### config.mk
export PLATFORM = sky130hd
export DESIGN_NAME = oscm_top
export DESIGN_NICKNAME = d
export VERILOG_FILES = /design/src/inc/oscm_pkg.sv /design/src/logic/oscm_unlock.sv /design/src/logic/oscm_top.sv
export SDC_FILE = /design/constraint.sdc
export NUM_CORES = 1
export LEC_CHECK = 0
export BUFFER_PORTS_ARGS = -buffer_cell sky130_fd_sc_hd__buf_4
export CORE_UTILIZATION = 50
export DETAILED_ROUTE_END_ITERATION = 8
export PLACE_DENSITY = 0.8
export RECOVER_POWER = 50
export SETUP_SLACK_MARGIN = 0.02
export SLEW_MARGIN = 20
export SYNTH_ARGS = -nofsm -noshare
export SYNTH_HDL_FRONTEND = slang
export SYNTH_HIERARCHICAL = 1
export SYNTH_SLANG_ARGS = --single-unit
### constraint.sdc
create_clock -name clk_i -period 2 [get_ports clk_i]
set_input_delay 0 -clock clk_i [delete_from_list [all_inputs] [get_ports clk_i]]
set_output_delay 0 -clock clk_i [all_outputs]
set_load 0.02 [all_outputs]
### src/inc/oscm_pkg.sv
// clock select and fail-safe monitor: shared constants and types
// assumes a 40 MHz system clock and APB register access
package oscm_pkg;
  localparam logic [11:0] CTRL_ADDR      = 12'h000;
  localparam logic [11:0] STAT_ADDR      = 12'h004;
  localparam logic [11:0] CFG_ADDR       = 12'h008;
  localparam int          GO_BIT         = 0;
  localparam int          KEEP_BIT       = 1;
  localparam int          FAIL_BIT       = 3;
  localparam int          LOCK_BIT       = 5;
  localparam logic [7:0]  LOW_KEY_A      = 8'h46;
  localparam logic [7:0]  LOW_KEY_B      = 8'h57;
  localparam logic [7:0]  HIGH_KEY_A     = 8'h78;
  localparam logic [7:0]  HIGH_KEY_B     = 8'h9a;
  localparam logic [2:0]  GRP_SECONDARY  = 3'h0;
  localparam logic [2:0]  GRP_FAST_RC    = 3'h1;
  localparam logic [2:0]  GRP_LOW_RC     = 3'h2;
  localparam logic [2:0]  GRP_PRIMARY    = 3'h3;
  localparam logic [2:0]  GRP_FAST_PLL   = 3'h7;
  localparam logic [4:0]  PRI_PLL4       = 5'h05;
  localparam logic [4:0]  PRI_PLL8       = 5'h06;
  localparam logic [4:0]  PRI_PLL16      = 5'h07;
  localparam int          START_UP_COUNT = 1024;
  localparam int          FAIL_WINDOW    = 4;
  localparam logic [1:0]  KEY_LOW_PEND   = 2'h1;

  typedef enum logic [1:0] {
    KEY_IDLE = 2'b00,
    KEY_ONE  = 2'b01,
    KEY_OPEN = 2'b10
  } oscm_key_type;

  typedef struct packed {
    logic [2:0] group_select;
    logic [4:0] primary_choice;
    logic [1:0] switch_monitor;
    logic       watchdog_on;
  } oscm_cfg_type;

  typedef struct packed {
    logic [2:0] active_group;
    logic [4:0] pll_multiplier;
    logic       secondary_run;
    logic       low_rc_run;
    logic       clock_hold;
    logic [3:0] trim;
  } oscm_out_type;
endpackage : oscm_pkg

### src/logic/oscm_unlock.sv
// byte-lane unlock sequencer for one byte of the control register
// assumes one byte write per apb access phase
`timescale 1ns/1ps
module oscm_unlock (
  input  wire logic       clk_i,
  input  wire logic       sys_rst_i,
  input  wire logic       wr_i,
  input  wire logic [7:0] data_i,
  input  wire logic [7:0] key_a_i,
  input  wire logic [7:0] key_b_i,
  output logic            open_o
);
  import oscm_pkg::*;
  oscm_key_type state_reg;

  // any other write breaks the sequence; open lasts one write only
  always_ff @(posedge clk_i) begin
    if (sys_rst_i) begin
      state_reg <= KEY_IDLE;
    end else if (wr_i) begin
      case (state_reg)
        KEY_IDLE: state_reg <= (data_i == key_a_i) ? KEY_ONE : KEY_IDLE;
        KEY_ONE:  state_reg <= (data_i == key_b_i) ? KEY_OPEN : KEY_IDLE;
        KEY_OPEN: state_reg <= (data_i == key_a_i) ? KEY_ONE : KEY_IDLE;
        default:  state_reg <= KEY_IDLE;
      endcase
    end
  end
  assign open_o = (state_reg == KEY_OPEN);
endmodule : oscm_unlock

### src/logic/oscm_top.sv
// clock selection, start-up timing and fail-safe supervision
// assumes oscillator and pll status inputs synchronous to clk_i
`timescale 1ns/1ps
module oscm_top (
  input  wire logic                  clk_i,
  input  wire logic                  sys_rst_i,
  input  wire logic                  psel_i,
  input  wire logic                  penable_i,
  input  wire logic                  pwrite_i,
  input  wire logic [11:0]           paddr_i,
  input  wire logic [31:0]           pwdata_i,
  input  wire logic [3:0]            pstrb_i,
  output logic      [31:0]           prdata_o,
  output logic                       pready_o,
  output logic                       pslverr_o,
  input  wire oscm_pkg::oscm_cfg_type cfg_i,
  input  wire logic                  osc_tick_i,
  input  wire logic                  low_rc_tick_i,
  input  wire logic                  pll_locked_i,
  input  wire logic                  sleep_i,
  input  wire logic                  power_up_done_i,
  input  wire logic                  brown_out_i,
  output oscm_pkg::oscm_out_type     clk_ctl_o,
  output logic                       fail_trap_o,
  output logic                       watchdog_clk_run_o
);
  import oscm_pkg::*;

  logic [2:0]  cur_reg;
  logic [2:0]  new_reg;
  logic        keep_reg;
  logic        fail_reg;
  logic        go_reg;
  logic [3:0]  trim_reg;
  logic [9:0]  start_cnt_reg;
  logic        start_done_reg;
  logic [7:0]  fail_cnt_reg;
  logic        was_bor_reg;
  logic        init_reg;
  logic        wr_access;
  logic        wr_low;
  logic        wr_high;
  logic        low_open;
  logic        high_open;
  logic        switch_on;
  logic        monitor_on;
  logic        crystal_src;
  logic        pll_src;
  logic        source_ready;
  logic        clock_fail;
  logic [2:0]  eff_group;
  logic [15:0] ctrl_view;

  assign wr_access  = psel_i & penable_i & pwrite_i & (paddr_i == CTRL_ADDR);
  assign wr_low     = wr_access & pstrb_i[0];
  assign wr_high    = wr_access & pstrb_i[1];
  assign switch_on  = ~cfg_i.switch_monitor[1];
  assign monitor_on = ~cfg_i.switch_monitor[1] & ~cfg_i.switch_monitor[0];

  oscm_unlock u_low (
    .clk_i     (clk_i),
    .sys_rst_i (sys_rst_i),
    .wr_i      (wr_low),
    .data_i    (pwdata_i[7:0]),
    .key_a_i   (LOW_KEY_A),
    .key_b_i   (LOW_KEY_B),
    .open_o    (low_open)
  );

  oscm_unlock u_high (
    .clk_i     (clk_i),
    .sys_rst_i (sys_rst_i),
    .wr_i      (wr_high),
    .data_i    (pwdata_i[15:8]),
    .key_a_i   (HIGH_KEY_A),
    .key_b_i   (HIGH_KEY_B),
    .open_o    (high_open)
  );

  // active group: config when switching is off
  assign eff_group = switch_on ? cur_reg : cfg_i.group_select;
  assign crystal_src = (eff_group == GRP_SECONDARY) |
                       ((eff_group == GRP_PRIMARY) &
                        (cfg_i.primary_choice > PRI_PLL16));
  assign pll_src = ((eff_group == GRP_FAST_PLL) &
                    (cfg_i.primary_choice >= PRI_PLL4) &
                    (cfg_i.primary_choice <= PRI_PLL16));
  assign source_ready = start_done_reg & (~pll_src | pll_locked_i);

  // start-up counter in oscillator periods
  always_ff @(posedge clk_i) begin
    if (sys_rst_i | sleep_i | (go_reg & ~source_ready)) begin
      start_cnt_reg  <= '0;
      start_done_reg <= 1'b0;
    end else if (~crystal_src) begin
      start_done_reg <= 1'b1;
    end else if (osc_tick_i & ~start_done_reg) begin
      start_cnt_reg  <= start_cnt_reg + 10'h001;
      start_done_reg <= (start_cnt_reg == 10'(START_UP_COUNT - 1));
    end
  end

  // clock-edge watchdog: count rc ticks since last oscillator tick
  always_ff @(posedge clk_i) begin
    if (sys_rst_i | osc_tick_i | ~monitor_on | sleep_i) begin
      fail_cnt_reg <= '0;
    end else if (low_rc_tick_i & (fail_cnt_reg != 8'(FAIL_WINDOW))) begin
      fail_cnt_reg <= fail_cnt_reg + 8'h01;
    end
  end
  assign clock_fail = monitor_on & (eff_group != GRP_FAST_RC) &
    ((fail_cnt_reg == 8'(FAIL_WINDOW)) |
     (power_up_done_i & ~start_done_reg & crystal_src));

  always_ff @(posedge clk_i) begin
    if (sys_rst_i) begin
      was_bor_reg <= 1'b0;
      init_reg    <= 1'b1;
    end else begin
      init_reg <= 1'b0;
      if (init_reg) was_bor_reg <= brown_out_i;
    end
  end

  // control register fields
  always_ff @(posedge clk_i) begin
    if (sys_rst_i) begin
      cur_reg  <= 3'h0;
      new_reg  <= 3'h0;
      keep_reg <= 1'b0;
      fail_reg <= 1'b0;
      go_reg   <= 1'b0;
      trim_reg <= 4'h0;
    end else if (init_reg) begin
      cur_reg <= cfg_i.group_select;
      new_reg <= cfg_i.group_select;
    end else begin
      if (clock_fail) begin
        cur_reg  <= GRP_FAST_RC;
        fail_reg <= 1'b1;
        go_reg   <= 1'b0;
      end else if (go_reg & source_ready) begin
        cur_reg <= new_reg;
        go_reg  <= 1'b0;
      end
      if (low_open & wr_low & ~clock_fail) begin
        go_reg   <= pwdata_i[GO_BIT] & switch_on;
        keep_reg <= pwdata_i[KEEP_BIT];
      end
      if (high_open & wr_high) begin
        new_reg  <= pwdata_i[10:8];
        trim_reg <= {pwdata_i[15:14], pwdata_i[11:10]};
      end
    end
  end

  // bits 14 and 10 are shared: group fields win, full trim in 19:16
  assign ctrl_view = {trim_reg[3], cur_reg, trim_reg[1], new_reg,
                      2'b00, pll_locked_i, 1'b0, fail_reg,
                      1'b0, keep_reg, go_reg};

  // apb slave: zero-wait, errors on unmapped addresses
  always_ff @(posedge clk_i) begin
    if (sys_rst_i) begin
      prdata_o  <= '0;
      pready_o  <= 1'b0;
      pslverr_o <= 1'b0;
    end else begin
      pready_o  <= psel_i & ~penable_i;
      pslverr_o <= psel_i & ~penable_i & (paddr_i != CTRL_ADDR) &
                   (paddr_i != STAT_ADDR) & (paddr_i != CFG_ADDR);
      case (paddr_i)
        CTRL_ADDR: prdata_o <= {12'h000, trim_reg,
                                ctrl_view};
        STAT_ADDR: prdata_o <= {29'h0, start_done_reg, switch_on,
                                monitor_on};
        CFG_ADDR:  prdata_o <= {21'h0, cfg_i};
        default:   prdata_o <= '0;
      endcase
    end
  end

  // clock steering outputs
  always_ff @(posedge clk_i) begin
    if (sys_rst_i) begin
      clk_ctl_o          <= '0;
      fail_trap_o        <= 1'b0;
      watchdog_clk_run_o <= 1'b1;
    end else begin
      fail_trap_o <= clock_fail & ~fail_reg;
      clk_ctl_o.active_group <= eff_group;
      clk_ctl_o.trim         <= trim_reg;
      case (cfg_i.primary_choice)
        PRI_PLL4:  clk_ctl_o.pll_multiplier <= pll_src ? 5'h04 : 5'h01;
        PRI_PLL8:  clk_ctl_o.pll_multiplier <= pll_src ? 5'h08 : 5'h01;
        PRI_PLL16: clk_ctl_o.pll_multiplier <= pll_src ? 5'h10 : 5'h01;
        default:   clk_ctl_o.pll_multiplier <= 5'h01;
      endcase
      clk_ctl_o.secondary_run <= keep_reg |
                                 (eff_group == GRP_SECONDARY);
      clk_ctl_o.low_rc_run <= ~power_up_done_i |
        (monitor_on & ~sleep_i) | cfg_i.watchdog_on |
        (eff_group == GRP_LOW_RC);
      clk_ctl_o.clock_hold <= ~start_done_reg |
        (was_bor_reg & pll_src & ~pll_locked_i);
      watchdog_clk_run_o <= cfg_i.watchdog_on | ~power_up_done_i |
                            monitor_on;
    end
  end
endmodule : oscm_top

======== Word level (Yosys, flattened, before mapping) ========
Index checks and enable logic that the tools add are counted.
cells by class
  order comparisons ....................... 3
  equality and inequality tests ........... 23
  shift operators ......................... 0
  reduce and logical (&&, ||, !) cells .... 15
  $add $sub $neg .......................... 2
  multiply operators ...................... 0
  divide/modulo/power cells ............... 0
  bitwise operators ....................... 58
  mux-type cells .......................... 23
operators with widths
  operator                 count
  $pmux W20 S3             1
  $and A1 B1 Y1            30
  $eq A8 B7 Y1 const B     3
  $mux W3                  7
  $eq A5 B3 Y1 const B     3
  $or A1 B1 Y1             15
  $pmux W5 S3              1
  $not A1 Y1               13
  $eq A12 B3 Y1 const B    1
  $eq A12 B4 Y1 const B    1
  $logic_not A12 Y1        1
  $ne A12 B3 Y1 const B    1
  $ne A12 B4 Y1 const B    1
  $reduce_bool A12 Y1      1
  $add A10 B1 Y10 const B  1
  $eq A10 B10 Y1 const B   1
  $reduce_and A2 Y1        5
  $add A8 B1 Y8 const B    1
  $eq A8 B3 Y1 const B     1
  $eq A8 B8 Y1 const B     1
  $mux W1                  8
  $ne A8 B3 Y1 const B     1
  $pmux W2 S2              2
  $eq A3 B2 Y1 const B     2
  other kinds (16)         22
storage, ports and cells
  memories ................................ 0
  input bits .............................. 70
  memory bits (writable) .................. 0
  memory bits (read-only) ................. 0
  latch bits .............................. 0
  output and inout port bits .............. 51
  register bits ........................... 89
  logic and storage cells ................. 148

======== Depth between registers and ports, before layout ========
Gate-level depths: netlist of run 1.
  depth in word-level cells ............... 11
  depth in mapped cells ................... 8

======== Modules after synthesis ========
Netlist of run 1, hierarchy kept.
modules (own cells, without submodules)
  module       area each (um^2)  sequential area each (um^2)  times used  cells an instance
  oscm_top     3012.9            1401.3                       1           322
  oscm_unlock  264.0             40.0                         2           32

======== Worst setup path after synthesis of run 1 ========
No wires, ideal clock.
  path type ............................... reg2reg
  from .................................... register cur_reg[0]
  to ...................................... register start_cnt_reg[6]
  setup time .............................. 0.070 ns
  arrival ................................. 1.637 ns
  path slack .............................. 0.293 ns
  path buffers ............................ 1
  period minus slack after synthesis ...... 1.707 ns
  data required time ...................... 1.930 ns
  stages on the path, launching flop included .. 7
  cell sequence ........................... dfxtp_1 -> and3b_1 -> o22ai_1 -> a2111o_1 -> buf_6 -> or3_1 -> a21oi_1
on the way
  longest elaborated chain between the ends .. 10
ends and longest elaborated chain
  item                    RTL line         text
  from (decl)             oscm_top.sv:29   logic [2:0] cur_reg;
  from (signal assigned)  oscm_top.sv:135  cur_reg <= cfg_i.group_select;
  from (signal assigned)  oscm_top.sv:143  cur_reg <= new_reg;
  $mux W3 *               oscm_top.sv:81   assign eff_group = switch_on ? cur_reg : cfg_i.group_select;
  $eq A3 B3 Y1            oscm_top.sv:85   assign pll_src = ((eff_group == GRP_FAST_PLL) &
  $and A1 B1 Y1           oscm_top.sv:85
  $and A1 B1 Y1           oscm_top.sv:86   (cfg_i.primary_choice >= PRI_PLL4) &
  $not A1 Y1              oscm_top.sv:88   assign source_ready = start_done_reg & (~pll_src | pll_locked_i);
  $or A1 B1 Y1            oscm_top.sv:88
  $and A1 B1 Y1           oscm_top.sv:88
  $not A1 Y1              oscm_top.sv:92   if (sys_rst_i | sleep_i | (go_reg & ~source_ready)) begin
  $and A1 B1 Y1           oscm_top.sv:92
  $or A1 B1 Y1            oscm_top.sv:92
  to (signal assigned)    oscm_top.sv:98   start_cnt_reg <= start_cnt_reg + 10'h001;
  to (decl)               oscm_top.sv:35   logic [9:0] start_cnt_reg;
Every way passes the cells marked *; elsewhere a longest branch is shown, timed or not.
A chain may end at the register's enable or synchronous reset.

======== Worst setup path in the final report of run 1 ========
  from .................................... input port sys_rst_i
  to ...................................... register watchdog_clk_run_o
RTL lines
  item                  RTL line         text
  from (decl)           oscm_top.sv:6    input wire logic sys_rst_i,
  to (signal assigned)  oscm_top.sv:206  watchdog_clk_run_o <= cfg_i.watchdog_on | ~power_up_done_i |
  to (decl)             oscm_top.sv:25   output logic watchdog_clk_run_o
No word-level cell between the ends.

==> flow_summary.yaml, run 1 <==
synth:
  synth_fa_ha_area_share_pct: 1.06
  synthMuxAreaShare_pct: 7.10
  synthXorXnorAreaFrac_pct: 11.6
  synth_edf_count: 0
  syn_inst: 386
  syn_avg_cell_area_um2: 9.17
  ys.flop_type: "dfxtp_1"
  ys.warnings.count: 6
  seq_area_frac_synth_pct: 41.8
  synth_compound_area_share_pct: 6.04
  syn_area_um2: 3540
  synth_top_family_by_area: "simple AND/OR/NAND/NOR gates"
  synthArstFlopShare_pct: 0
  synth_cell_types: 56
  synth_seq_cells: 74
  yosys.area_share.simple_pct: 26.3
final_layout:
  fillers: 602
  drive_gt1_share_pct: 15.7
  final_cell_mix: "dfxtp_1, buf_4, nor2_1"
  fin_nets: 611
  instances_no_fill: 639
  utilization_pct: 68.8
  seqCellArea_um2: 1480
  largest_register_ffs: 18
  antenna_cells: 0
  multiInputGateArea_um2: 2020
  design_area_um2: 4700
  area_growth_pct: 32.8
  final_common_cell: "dfxtp_1"
route:
  totalWireLength_mm: 8.42
  wl_per_cell_um: 13.2
  ant_nets: 0
  vias: 3119
  avgViaCountPerCell: 4.88
  drt-pass1-iter-count: 4
  drt_iter0_markers: 158
  drcViolationCount: 0
sta:
  hold_violations: 0
  setup_viol: 0
  min_period_ns: 1.83
  grt_setup_unrepaired: "false"
  setup_tns_ns: 0
  hold-worst-slack_ns: 0.0146
  finClkSkew_ns: 0.00967
  fin_ws_ns: 0.165
  fmax_ghz: 0.545
  post-route-period-util_pct: 91.7
  finalMaxSlewViolations: 0
critical_path:
  rr_endpoint: "start_cnt_reg[7]"
  startpoint_type: "primary input"
  critPathMaxFanout: 41
  crit_required_ns: 2.23
  crit_type: "primary input to flop"
  critPathArrivalTime_ns: 2.07
  r2r_cells: 6
  end_kind: "flop"
  reg2reg_slack_ns: 0.18
  worstReg2RegStart: "cur_reg[1]"
pwr:
  p_int_mw: 2.43
  pwr-share-comb_pct: 12.8
  seqPwrFrac_pct: 47.5
  clockPowerShare_pct: 39.7
  power_density_nw_per_um2: 680
  p_leak_nw: 1.95
  power_mw: 3.20
  switching_power_mw: 0.769
  irDropWorstVdd_v: 0.000337
  switching_share_pct: 24.1
global_route:
  grt_max_degree: 42
  gr-total-overflow: 0
  grt_pass1_wl_mm: 13.5
  antenna_found_initial: 0
  grt_usage_pct: 23.7
  grt_pass1_vias: 2988
floorplan:
  dieArea_um2: 7420
  initial_utilization_pct: 51.8
  chipWidth_um: 86.2
  io_pins: 121
  num_rows: 30
  die_h_um: 86.2
  core_region_area_um2: 6830
run_status:
  status: "finished clean"
clock_network:
  path_clk_slew_ns: 0.08
  cts_tree: "yes"
  cts_buffers: 9
  clk_latency_ns: 0.34
  clock-root-buffer: "clkbuf_8"
  h-tree-depth: 3
  clock_sinks: 74
  cts_buffer_depth: 2
placed_design:
  dp_hpwl_mm: 5.88
  place_area_um2: 4340
  place_congestion: 0.785
  portBuffers: 89
  placed_cells_incl_taps: 594
  dp_slack_ns: 0.0786
hold_path:
  whs_path_depth: 3
  hp-start: "pwdata_i[9]"
  whs_endpoint: "new_reg[1]"
  hold_path_class: "primary input to flop"
run:
  maxCapViolations: 0
-- final cells by class --
type	count	share of cell area, %
timing repair buffer	122	17.7
sequential	74	31.6
multi-input combinational	323	42.9
tap	96	2.56
inverter	8	0.639
clock buffer	11	3.01
clock inverter	5	1.65
-- metal layers --
layer | up-vias | GRT usage (%) | share of wire, %
met5 | - | 0 | 0
met4 | 0 | 9.70 | 1.2
met3 | 10 | 7.12 | 7.0
met2 | 125 | 41.3 | 50
met1 | 1421 | 27.1 | 42
li1 | 1563 | - | -
-- synthesized netlist by cell type (2+ instances only) --
library cell  count  area share [%]
a31oi_1           3            0.53
nor2_1           51             5.4
nor3_2            2            0.57
and3_1            8             1.4
a211oi_1          2            0.42
buf_4            16             3.4
conb_1            2            0.21
nand2b_1          3            0.53
nand4b_1          2            0.49
o21ai_1           3            0.42
o21ai_0           5            0.71
dfxtp_1          74              42
nor2b_1           9             1.6
a21oi_1          11             1.6
and3b_1           2            0.49
nand2_1          17             1.8
nor3b_1           4            0.85
nand3_1          17             2.4
a21boi_0          2            0.42
o21ai_2           2            0.49
and4bb_2          2            0.71
nand4_1           4            0.71
xnor2_1          27             6.7
ha_1              3             1.1
and2_1           12             2.1
inv_1             7            0.74
clkbuf_1          4            0.42
nor3_1           13             1.8
nor4_1            5            0.88
nand3b_1          2            0.42
or3_1             4            0.71
buf_6             2            0.64
xor2_1           20             4.9
mux2i_1          24             6.8
-- kinds of logic after synthesis --
family,Yosys count
adder cells (fa/ha/maj),3
AND/OR/NAND/NOR,169
multiplexers,25
AO/OA/AOI/OAI,34
other,2
buffers and inverters,32
XOR/XNOR,47
flip-flops,74
-- critical path, cell delays in order --
cell and delay (ns):
dlygate4sd3_1 0.54, buf_4 0.27, or4b_2 0.67, dlygate4sd3_1 0.58
-- how the worst max path moves through the flow --
stage                     from  slack [ns]  cells past startpoint                  to
global route        cur_reg[1]        0.04                      6        clk_ctl_o[9]
CTS                 cur_reg[0]        0.04                      6    start_cnt_reg[7]
global placement    cur_reg[0]        0.16                      6    start_cnt_reg[9]
finish               sys_rst_i        0.17                      4  watchdog_clk_run_o
detailed placement  cur_reg[0]        0.08                      6    start_cnt_reg[5]
floorplan           cur_reg[0]        0.29                      6    start_cnt_reg[6]
-- repair_timing --
item                       4_1_cts  5_1_grt
hold endpoints to repair        27        0
buffers inserted                 0        1
hold buffers                    28        0
gates resized for setup          0        5
setup endpoints to repair        0       12
-- power by group through the flow --
stage	clock network [mW]	registers (mW)	logic, mW
2_1_floorplan	0	1.56	0.218
3_5_place_dp	0	1.55	0.369
3_3_place_gp	0	1.55	0.361
5_1_grt	1.35	1.52	0.446
6_report	1.27	1.52	0.409
4_1_cts	1.28	1.52	0.412
Power figures use the tool's default switching activity.
==> run 2, diff against run 1 <==
--- a/config.mk
+++ b/config.mk
@@ -5,8 +5,9 @@
 export SDC_FILE = /design/constraint.sdc
 export NUM_CORES = 1
 export LEC_CHECK = 0
+export ABC_AREA = 1
 export BUFFER_PORTS_ARGS = -buffer_cell sky130_fd_sc_hd__buf_4
-export CORE_UTILIZATION = 50
+export CORE_UTILIZATION = 51
 export DETAILED_ROUTE_END_ITERATION = 8
 export PLACE_DENSITY = 0.8
 export RECOVER_POWER = 50
==> run 2 against run 1 <==
Net effect:
- hold slack worse by 0.0069 ns
- final cell count is 34% higher
- register-to-register slack hardly changed
- count of clock-buffer cells in the layout is 1 lower
- power is 0.75% higher
- clock skew is 0.00093 ns lower
- critical endpoint is now prdata_o[5]
- largest cell class unchanged
==> flow_summary.yaml, run 2 <==
run_status:
  status: "finished clean"
route:
  drcViolationCount: 0
  ant_nets: 0
  totalWireLength_mm: 9.41
  vias: 3922
  wl_per_cell_um: 11.0
  drt-pass1-iter-count: 4
  drt_iter0_markers: 212
  avgViaCountPerCell: 4.58
sta:
  finClkSkew_ns: 0.00874
  setup_tns_ns: 0
  setup_viol: 0
  post-route-period-util_pct: 91.7
  fmax_ghz: 0.545
  min_period_ns: 1.83
  hold_violations: 0
  maxSlewHeadroom_pct: 63.2
  tightest_slew_ns: 0.552
  finalMaxSlewViolations: 0
  grt_setup_unrepaired: "false"
final_layout:
  antenna_cells: 0
  largest_register_ffs: 18
  utilization_pct: 70.0
  final_cell_mix: "nand2_1, inv_1, dfxtp_1"
  fin_nets: 825
  final_common_cell: "nand2_1"
  fillers: 676
  area_growth_pct: 31.9
  drive_gt1_share_pct: 12.7
floorplan:
  dieArea_um2: 7940
  num_rows: 31
  io_pins: 121
  initial_utilization_pct: 53.1
  die_h_um: 89.1
  chipWidth_um: 89.1
  core_region_area_um2: 7290
critical_path:
  critPathMaxStageDelay_ns: 0.55
  startpoint_type: "primary input"
  crit_family: "buffers and inverters"
  critPathMaxFanout: 40
  path_cells: "dlygate4sd3_1 -> buf_4 -> inv_1 -> nand2_1 -> a21oi_1 -> dlygate4sd3_1"
  path_buf_inv: 4
  critPathArrivalTime_ns: 2.08
  crit_required_ns: 2.24
  end_kind: "flop"
  slowest_stage: "dlygate4sd3_1"
  crit_type: "primary input to flop"
  path_common_cell: "dlygate4sd3_1"
synth:
  yosysTopAreaCellShare_pct: 38.3
  synth_top_area_cell: "dfxtp_1"
  syn_avg_cell_area_um2: 6.66
  synth_cell_types: 43
  seq_area_frac_synth_pct: 38.3
  synthArstFlopShare_pct: 0
  synth_area_leaders: "dfxtp_1, nand2_1, inv_1, nor2_1, a21oi_1"
  synthTopCellsByCount: "nand2_1, inv_1, dfxtp_1, nor2_1, a21oi_1"
  synth_seq_cells: 74
  synth_edf_count: 0
  ys.warnings.count: 6
  syn_inst: 581
  ys.flop_type: "dfxtp_1"
  syn_area_um2: 3870
  synth_most_common_cell: "nand2_1"
pwr:
  seqPwrFrac_pct: 46.9
  p_int_mw: 2.38
  switching_share_pct: 26.1
  pwr-share-comb_pct: 13.3
  irDropWorstVdd_v: 0.000363
  p_leak_nw: 2.47
  clockPowerShare_pct: 39.8
  power_density_nw_per_um2: 631
  switching_power_mw: 0.842
clock_network:
  path_clk_slew_ns: 0.07
  cts_buffers: 9
  clock-root-buffer: "clkbuf_8"
  clk_latency_ns: 0.36
  cts_buffer_depth: 2
  h-tree-depth: 3
  cts_tree: "yes"
  clock_sinks: 74
global_route:
  grt_pass1_wl_mm: 15.0
  antenna_found_initial: 0
  grt_pass1_vias: 3552
  grt_max_degree: 41
  grt_usage_pct: 24.5
  gr-total-overflow: 0
placed_design:
  portBuffers: 89
  place_congestion: 0.845
  dp_hpwl_mm: 6.85
hold_path:
  hold_path_class: "primary input to flop"
run:
  maxCapViolations: 0
-- run 2: timing repair --
action                                 CTS  global route
hold buffers                            27             0
endpoints found under the hold margin   27             0
setup endpoints to repair                0             3
setup buffers                            0             0
gates resized for setup                  0             3
-- run 2: layout make-up --
type	instances	area [um^2]	area share, %
Clock buffer	10	128	2.50
Inverter	103	389	7.62
Timing Repair Buffer	117	800	15.7
Multi-Input combinational cell	447	2090	41.0
Tap cell	99	124	2.43
Sequential cell	74	1480	29.0
Clock inverter	6	91.3	1.79
-- run 2: power by group through the flow --
stage          logic, mW  registers [mW]  clock network, mW
6_report           0.430            1.51               1.28
3_5_place_dp       0.393            1.55                  0
2_1_floorplan      0.249            1.56                  0
4_1_cts            0.431            1.51               1.30
3_3_place_gp       0.385            1.54                  0
5_1_grt            0.486            1.51               1.35
-- run 2: final timing paths --
| path | start | to | slack [ns] | cells after the start |
|---|---|---|---|---|
| worst max-delay path | sys_rst_i | prdata_o[5] | 0.17 | 6 |
| worst min-delay path | cfg_i[5] | clk_ctl_o[11] | 0.008 | 3 |
| worst max register to register | fail_cnt_reg[0] | fail_cnt_reg[5] | 0.18 | 10 |
| worst min register to register | trim_reg[0] | prdata_o[16] | 0.45 | 2 |
-- run 2: worst min-delay path, cell delays in order --
cell and delay (ns):
buf_4 0.13, nand3_1 0.12, nor4_1 0.07
-- run 2: cells by family (layout without fill, tap and decap cells) --
group                      after synthesis  in the layout  synth area share, %
AOI/OAI and AO/OA                       66             66                 9.54
xor gates and xnor gates                 8              8                 1.81
adders and majority gates                3              3                0.970
buffers and inverters                  127            236                 14.4
DFF                                     74             74                 38.3
other                                    2             69                0.194
and+or+nand+nor                        301            301                 34.8
-- run 2: metal layers --
layer	up-vias	part of all wire, %	GRT usage, %
met5	-	0	0
met2	126	50	44.9
li1	2067	-	-
met1	1711	42	26.8
met4	0	2.1	9.96
met3	18	6.1	6.28
-- run 2: stage by stage --
stage / power [mW] / area, um^2 / std cells / hold WS, ns / setup slack (ns)
after floorplan: 1.81 / 4120 / 648 / 0.0277 / 0.458
after CTS: 3.24 / 5240 / 856 / 0.00507 / 0.206
after global placement: 1.93 / 4750 / 813 / 0.181 / 0.304
after detailed placement: 1.94 / 4750 / 813 / 0.186 / 0.216
after global routing: 3.35 / 5110 / 856 / 0.0120 / 0.0188
final: 3.22 / 5110 / 856 / 0.00771 / 0.166
==> run 3, diff against run 2 <==
--- a/config.mk
+++ b/config.mk
@@ -7,13 +7,12 @@
 export LEC_CHECK = 0
 export ABC_AREA = 1
 export BUFFER_PORTS_ARGS = -buffer_cell sky130_fd_sc_hd__buf_4
-export CORE_UTILIZATION = 51
+export CORE_UTILIZATION = 49
 export DETAILED_ROUTE_END_ITERATION = 8
-export PLACE_DENSITY = 0.8
+export PLACE_DENSITY = 0.79
 export RECOVER_POWER = 50
 export SETUP_SLACK_MARGIN = 0.02
 export SLEW_MARGIN = 20
 export SYNTH_ARGS = -nofsm -noshare
 export SYNTH_HDL_FRONTEND = slang
-export SYNTH_HIERARCHICAL = 1
 export SYNTH_SLANG_ARGS = --single-unit
==> run 3 against run 2 <==
Net effect:
- the flow now finishes with violations (DRC)
- sequential power about the same
- hold slack worse by 0.0027 ns
- global-route usage down 0.24 points
- flip-flop and latch count unchanged
- via count down 16%
- final cell count down 23%
- non-clock buffer count up 7
- design area down 13%
- critical path type unchanged
- largest power group unchanged
==> flow_summary.yaml, run 3 <==
synth:
  seq_area_frac_synth_pct: 44.0
  syn_inst: 453
  synth_cell_types: 36
  ys.warnings.count: 0
  synth_edf_count: 0
  synth_top_area_cell: "dfxtp_1"
  synth_top_family_by_area: "simple AND/OR/NAND/NOR gates"
  synthXorXnorAreaFrac_pct: 0.781
  yosys.area_share.simple_pct: 31.2
  synth_compound_area_share_pct: 9.78
  synth_fa_ha_area_share_pct: 1.12
  synthMuxAreaShare_pct: 0
  yosysTopAreaCellShare_pct: 44.0
  synthArstFlopShare_pct: 0
  syn_area_um2: 3360
  synthTopCellsByCount: "dfxtp_1, nand2_1, inv_1, nor2_1, nand3_1"
  synth_seq_cells: 74
  syn_avg_cell_area_um2: 7.42
  synth_area_leaders: "dfxtp_1, nand2_1, inv_1, nor2_1, nand3_1"
  ys.flop_type: "dfxtp_1"
sta:
  fin_ws_ns: 0.148
  setup_viol: 0
  hold-worst-slack_ns: 0.00499
  fmax_ghz: 0.540
  hold_violations: 0
  setup_tns_ns: 0
  min_period_ns: 1.85
  finalMaxSlewViolations: 0
  grt_setup_unrepaired: "false"
  post-route-period-util_pct: 92.6
  finClkSkew_ns: 0.00680
  maxSlewHeadroom_pct: 59.5
  tightest_slew_ns: 0.607
pwr:
  p_int_mw: 2.35
  irDropWorstVdd_v: 0.000514
  seqPwrFrac_pct: 48.4
  p_leak_nw: 1.92
  switching_power_mw: 0.769
  power_density_nw_per_um2: 706
  power_mw: 3.12
  clockPowerShare_pct: 40.4
  pwr-share-comb_pct: 11.2
  switching_share_pct: 24.6
final_layout:
  fillers: 551
  utilization_pct: 68.2
  instances_no_fill: 658
  fin_nets: 649
  area_growth_pct: 31.6
  antenna_cells: 0
  drive_gt1_share_pct: 15.8
  design_area_um2: 4430
  largest_register_ffs: 18
  multiInputGateArea_um2: 1490
  final_cell_mix: "nand2_1, dfxtp_1, inv_1"
  seqCellArea_um2: 1480
  final_common_cell: "nand2_1"
route:
  wl_per_cell_um: 12.7
  drt-pass1-iter-count: 9
  drcViolationCount: 12
  totalWireLength_mm: 8.33
  ant_nets: 0
  vias: 3309
  avgViaCountPerCell: 5.03
  drt_iter0_markers: 248
floorplan:
  io_pins: 121
  die_h_um: 84.8
  core_region_area_um2: 6490
  initial_utilization_pct: 51.8
  chipWidth_um: 84.8
  num_rows: 29
  dieArea_um2: 7200
critical_path:
  crit_type: "primary input to flop"
  critPathMaxFanout: 2
  path_cells: "dlygate4sd3_1 -> buf_4 -> nor2_1 -> dlygate4sd3_1 -> nand3_1 -> dlygate4sd3_1"
  slowest_stage: "dlygate4sd3_1"
  critPathArrivalTime_ns: 2.09
  startpoint_type: "primary input"
  path_buf_inv: 4
  path_common_cell: "dlygate4sd3_1"
  end_kind: "flop"
  critPathMaxStageDelay_ns: 0.59
  crit_required_ns: 2.24
  crit_family: "buffers and inverters"
global_route:
  grt_max_degree: 31
  antenna_found_initial: 0
  grt_usage_pct: 24.2
  grt_pass1_vias: 3015
  gr-total-overflow: 0
  grt_pass1_wl_mm: 13.7
run:
  maxCapViolations: 0
placed_design:
  dp_slack_ns: 0.256
  place_area_um2: 4040
  portBuffers: 89
  placed_cells_incl_taps: 610
  dp_hpwl_mm: 5.78
  place_congestion: 0.865
clock_network:
  cts_tree: "yes"
  clk_latency_ns: 0.35
  cts_buffer_depth: 2
  path_clk_slew_ns: 0.08
  clock_sinks: 74
  h-tree-depth: 3
  postCtsSetupRepairBufs: 0
  clock-root-buffer: "clkbuf_8"
  cts_buffers: 9
run_status:
  violations: "DRC"
  status: "finished with violations"
hold_path:
  hold_path_class: "primary input to flop"
[run 3: cell count changes after synthesis, sizes merged, moves of 5 or more]
cell,change
nor4,+5
nor3,-8
nand2,-81
nor2,-5
a21oi,-6
inv,-29
nand3,+5
[run 3: logic make-up (layout without fill, tap and decap cells)]
group | count (synthesis) | after routing
buf+inv | 97 | 213
fa+ha+maj | 3 | 3
other cells | 1 | 13
compound gates | 62 | 62
simple gates | 213 | 213
flops | 74 | 74
xor+xnor | 3 | 3
[run 3: worst min-delay path, stage by stage]
cell and delay (ns):
buf_4 0.12, inv_1 0.04, nor2_1 0.03, nand2_1 0.05
a21oi_1 0.06
[run 3: metal layers]
| layer | vias up | GRT usage, % | wire length, um |
|---|---|---|---|
| met2 | 144 | 41.2 | 3970 |
| met3 | 16 | 6.13 | 613 |
| met4 | 0 | 9.71 | 142 |
| met1 | 1477 | 29.4 | 3600 |
| met5 | - | 0 | 0 |
| li1 | 1672 | - | - |
[run 3: repair_timing]
item | CTS | global route
hold endpoints to repair | 28 | 0
hold buffers | 32 | 0
setup endpoints to repair | 0 | 1
gates resized for setup | 0 | 1
[run 3: power groups by stage]
stage	clock network, mW	logic, mW	registers [mW]
6_report	1.26	0.350	1.51
5_1_grt	1.35	0.380	1.52
4_1_cts	1.28	0.355	1.51
3_5_place_dp	0	0.310	1.55
3_3_place_gp	0	0.305	1.55
2_1_floorplan	0	0.182	1.56
[run 3: final timing paths]
| kind | start | cells after the start | end | slack [ns] |
|---|---|---|---|---|
| worst max-delay path | cfg_i[0] | 6 | watchdog_clk_run_o | 0.15 |
| worst min-delay path | pwdata_i[0] | 5 | go_reg | 0.005 |
| worst max register to register | cur_reg[2] | 9 | clk_ctl_o[10] | 0.18 |
| worst min register to register | fail_reg | 1 | fail_trap_o | 0.42 |
[run 3: layout make-up]
cell class | count | share of cell area [%]
flip-flops and latches | 74 | 33.5
repair buffers | 124 | 19.5
well taps | 77 | 2.18
inverters | 73 | 6.30
clock buffers | 10 | 2.88
clock inverters | 6 | 2.01
multi-input cells | 294 | 33.6
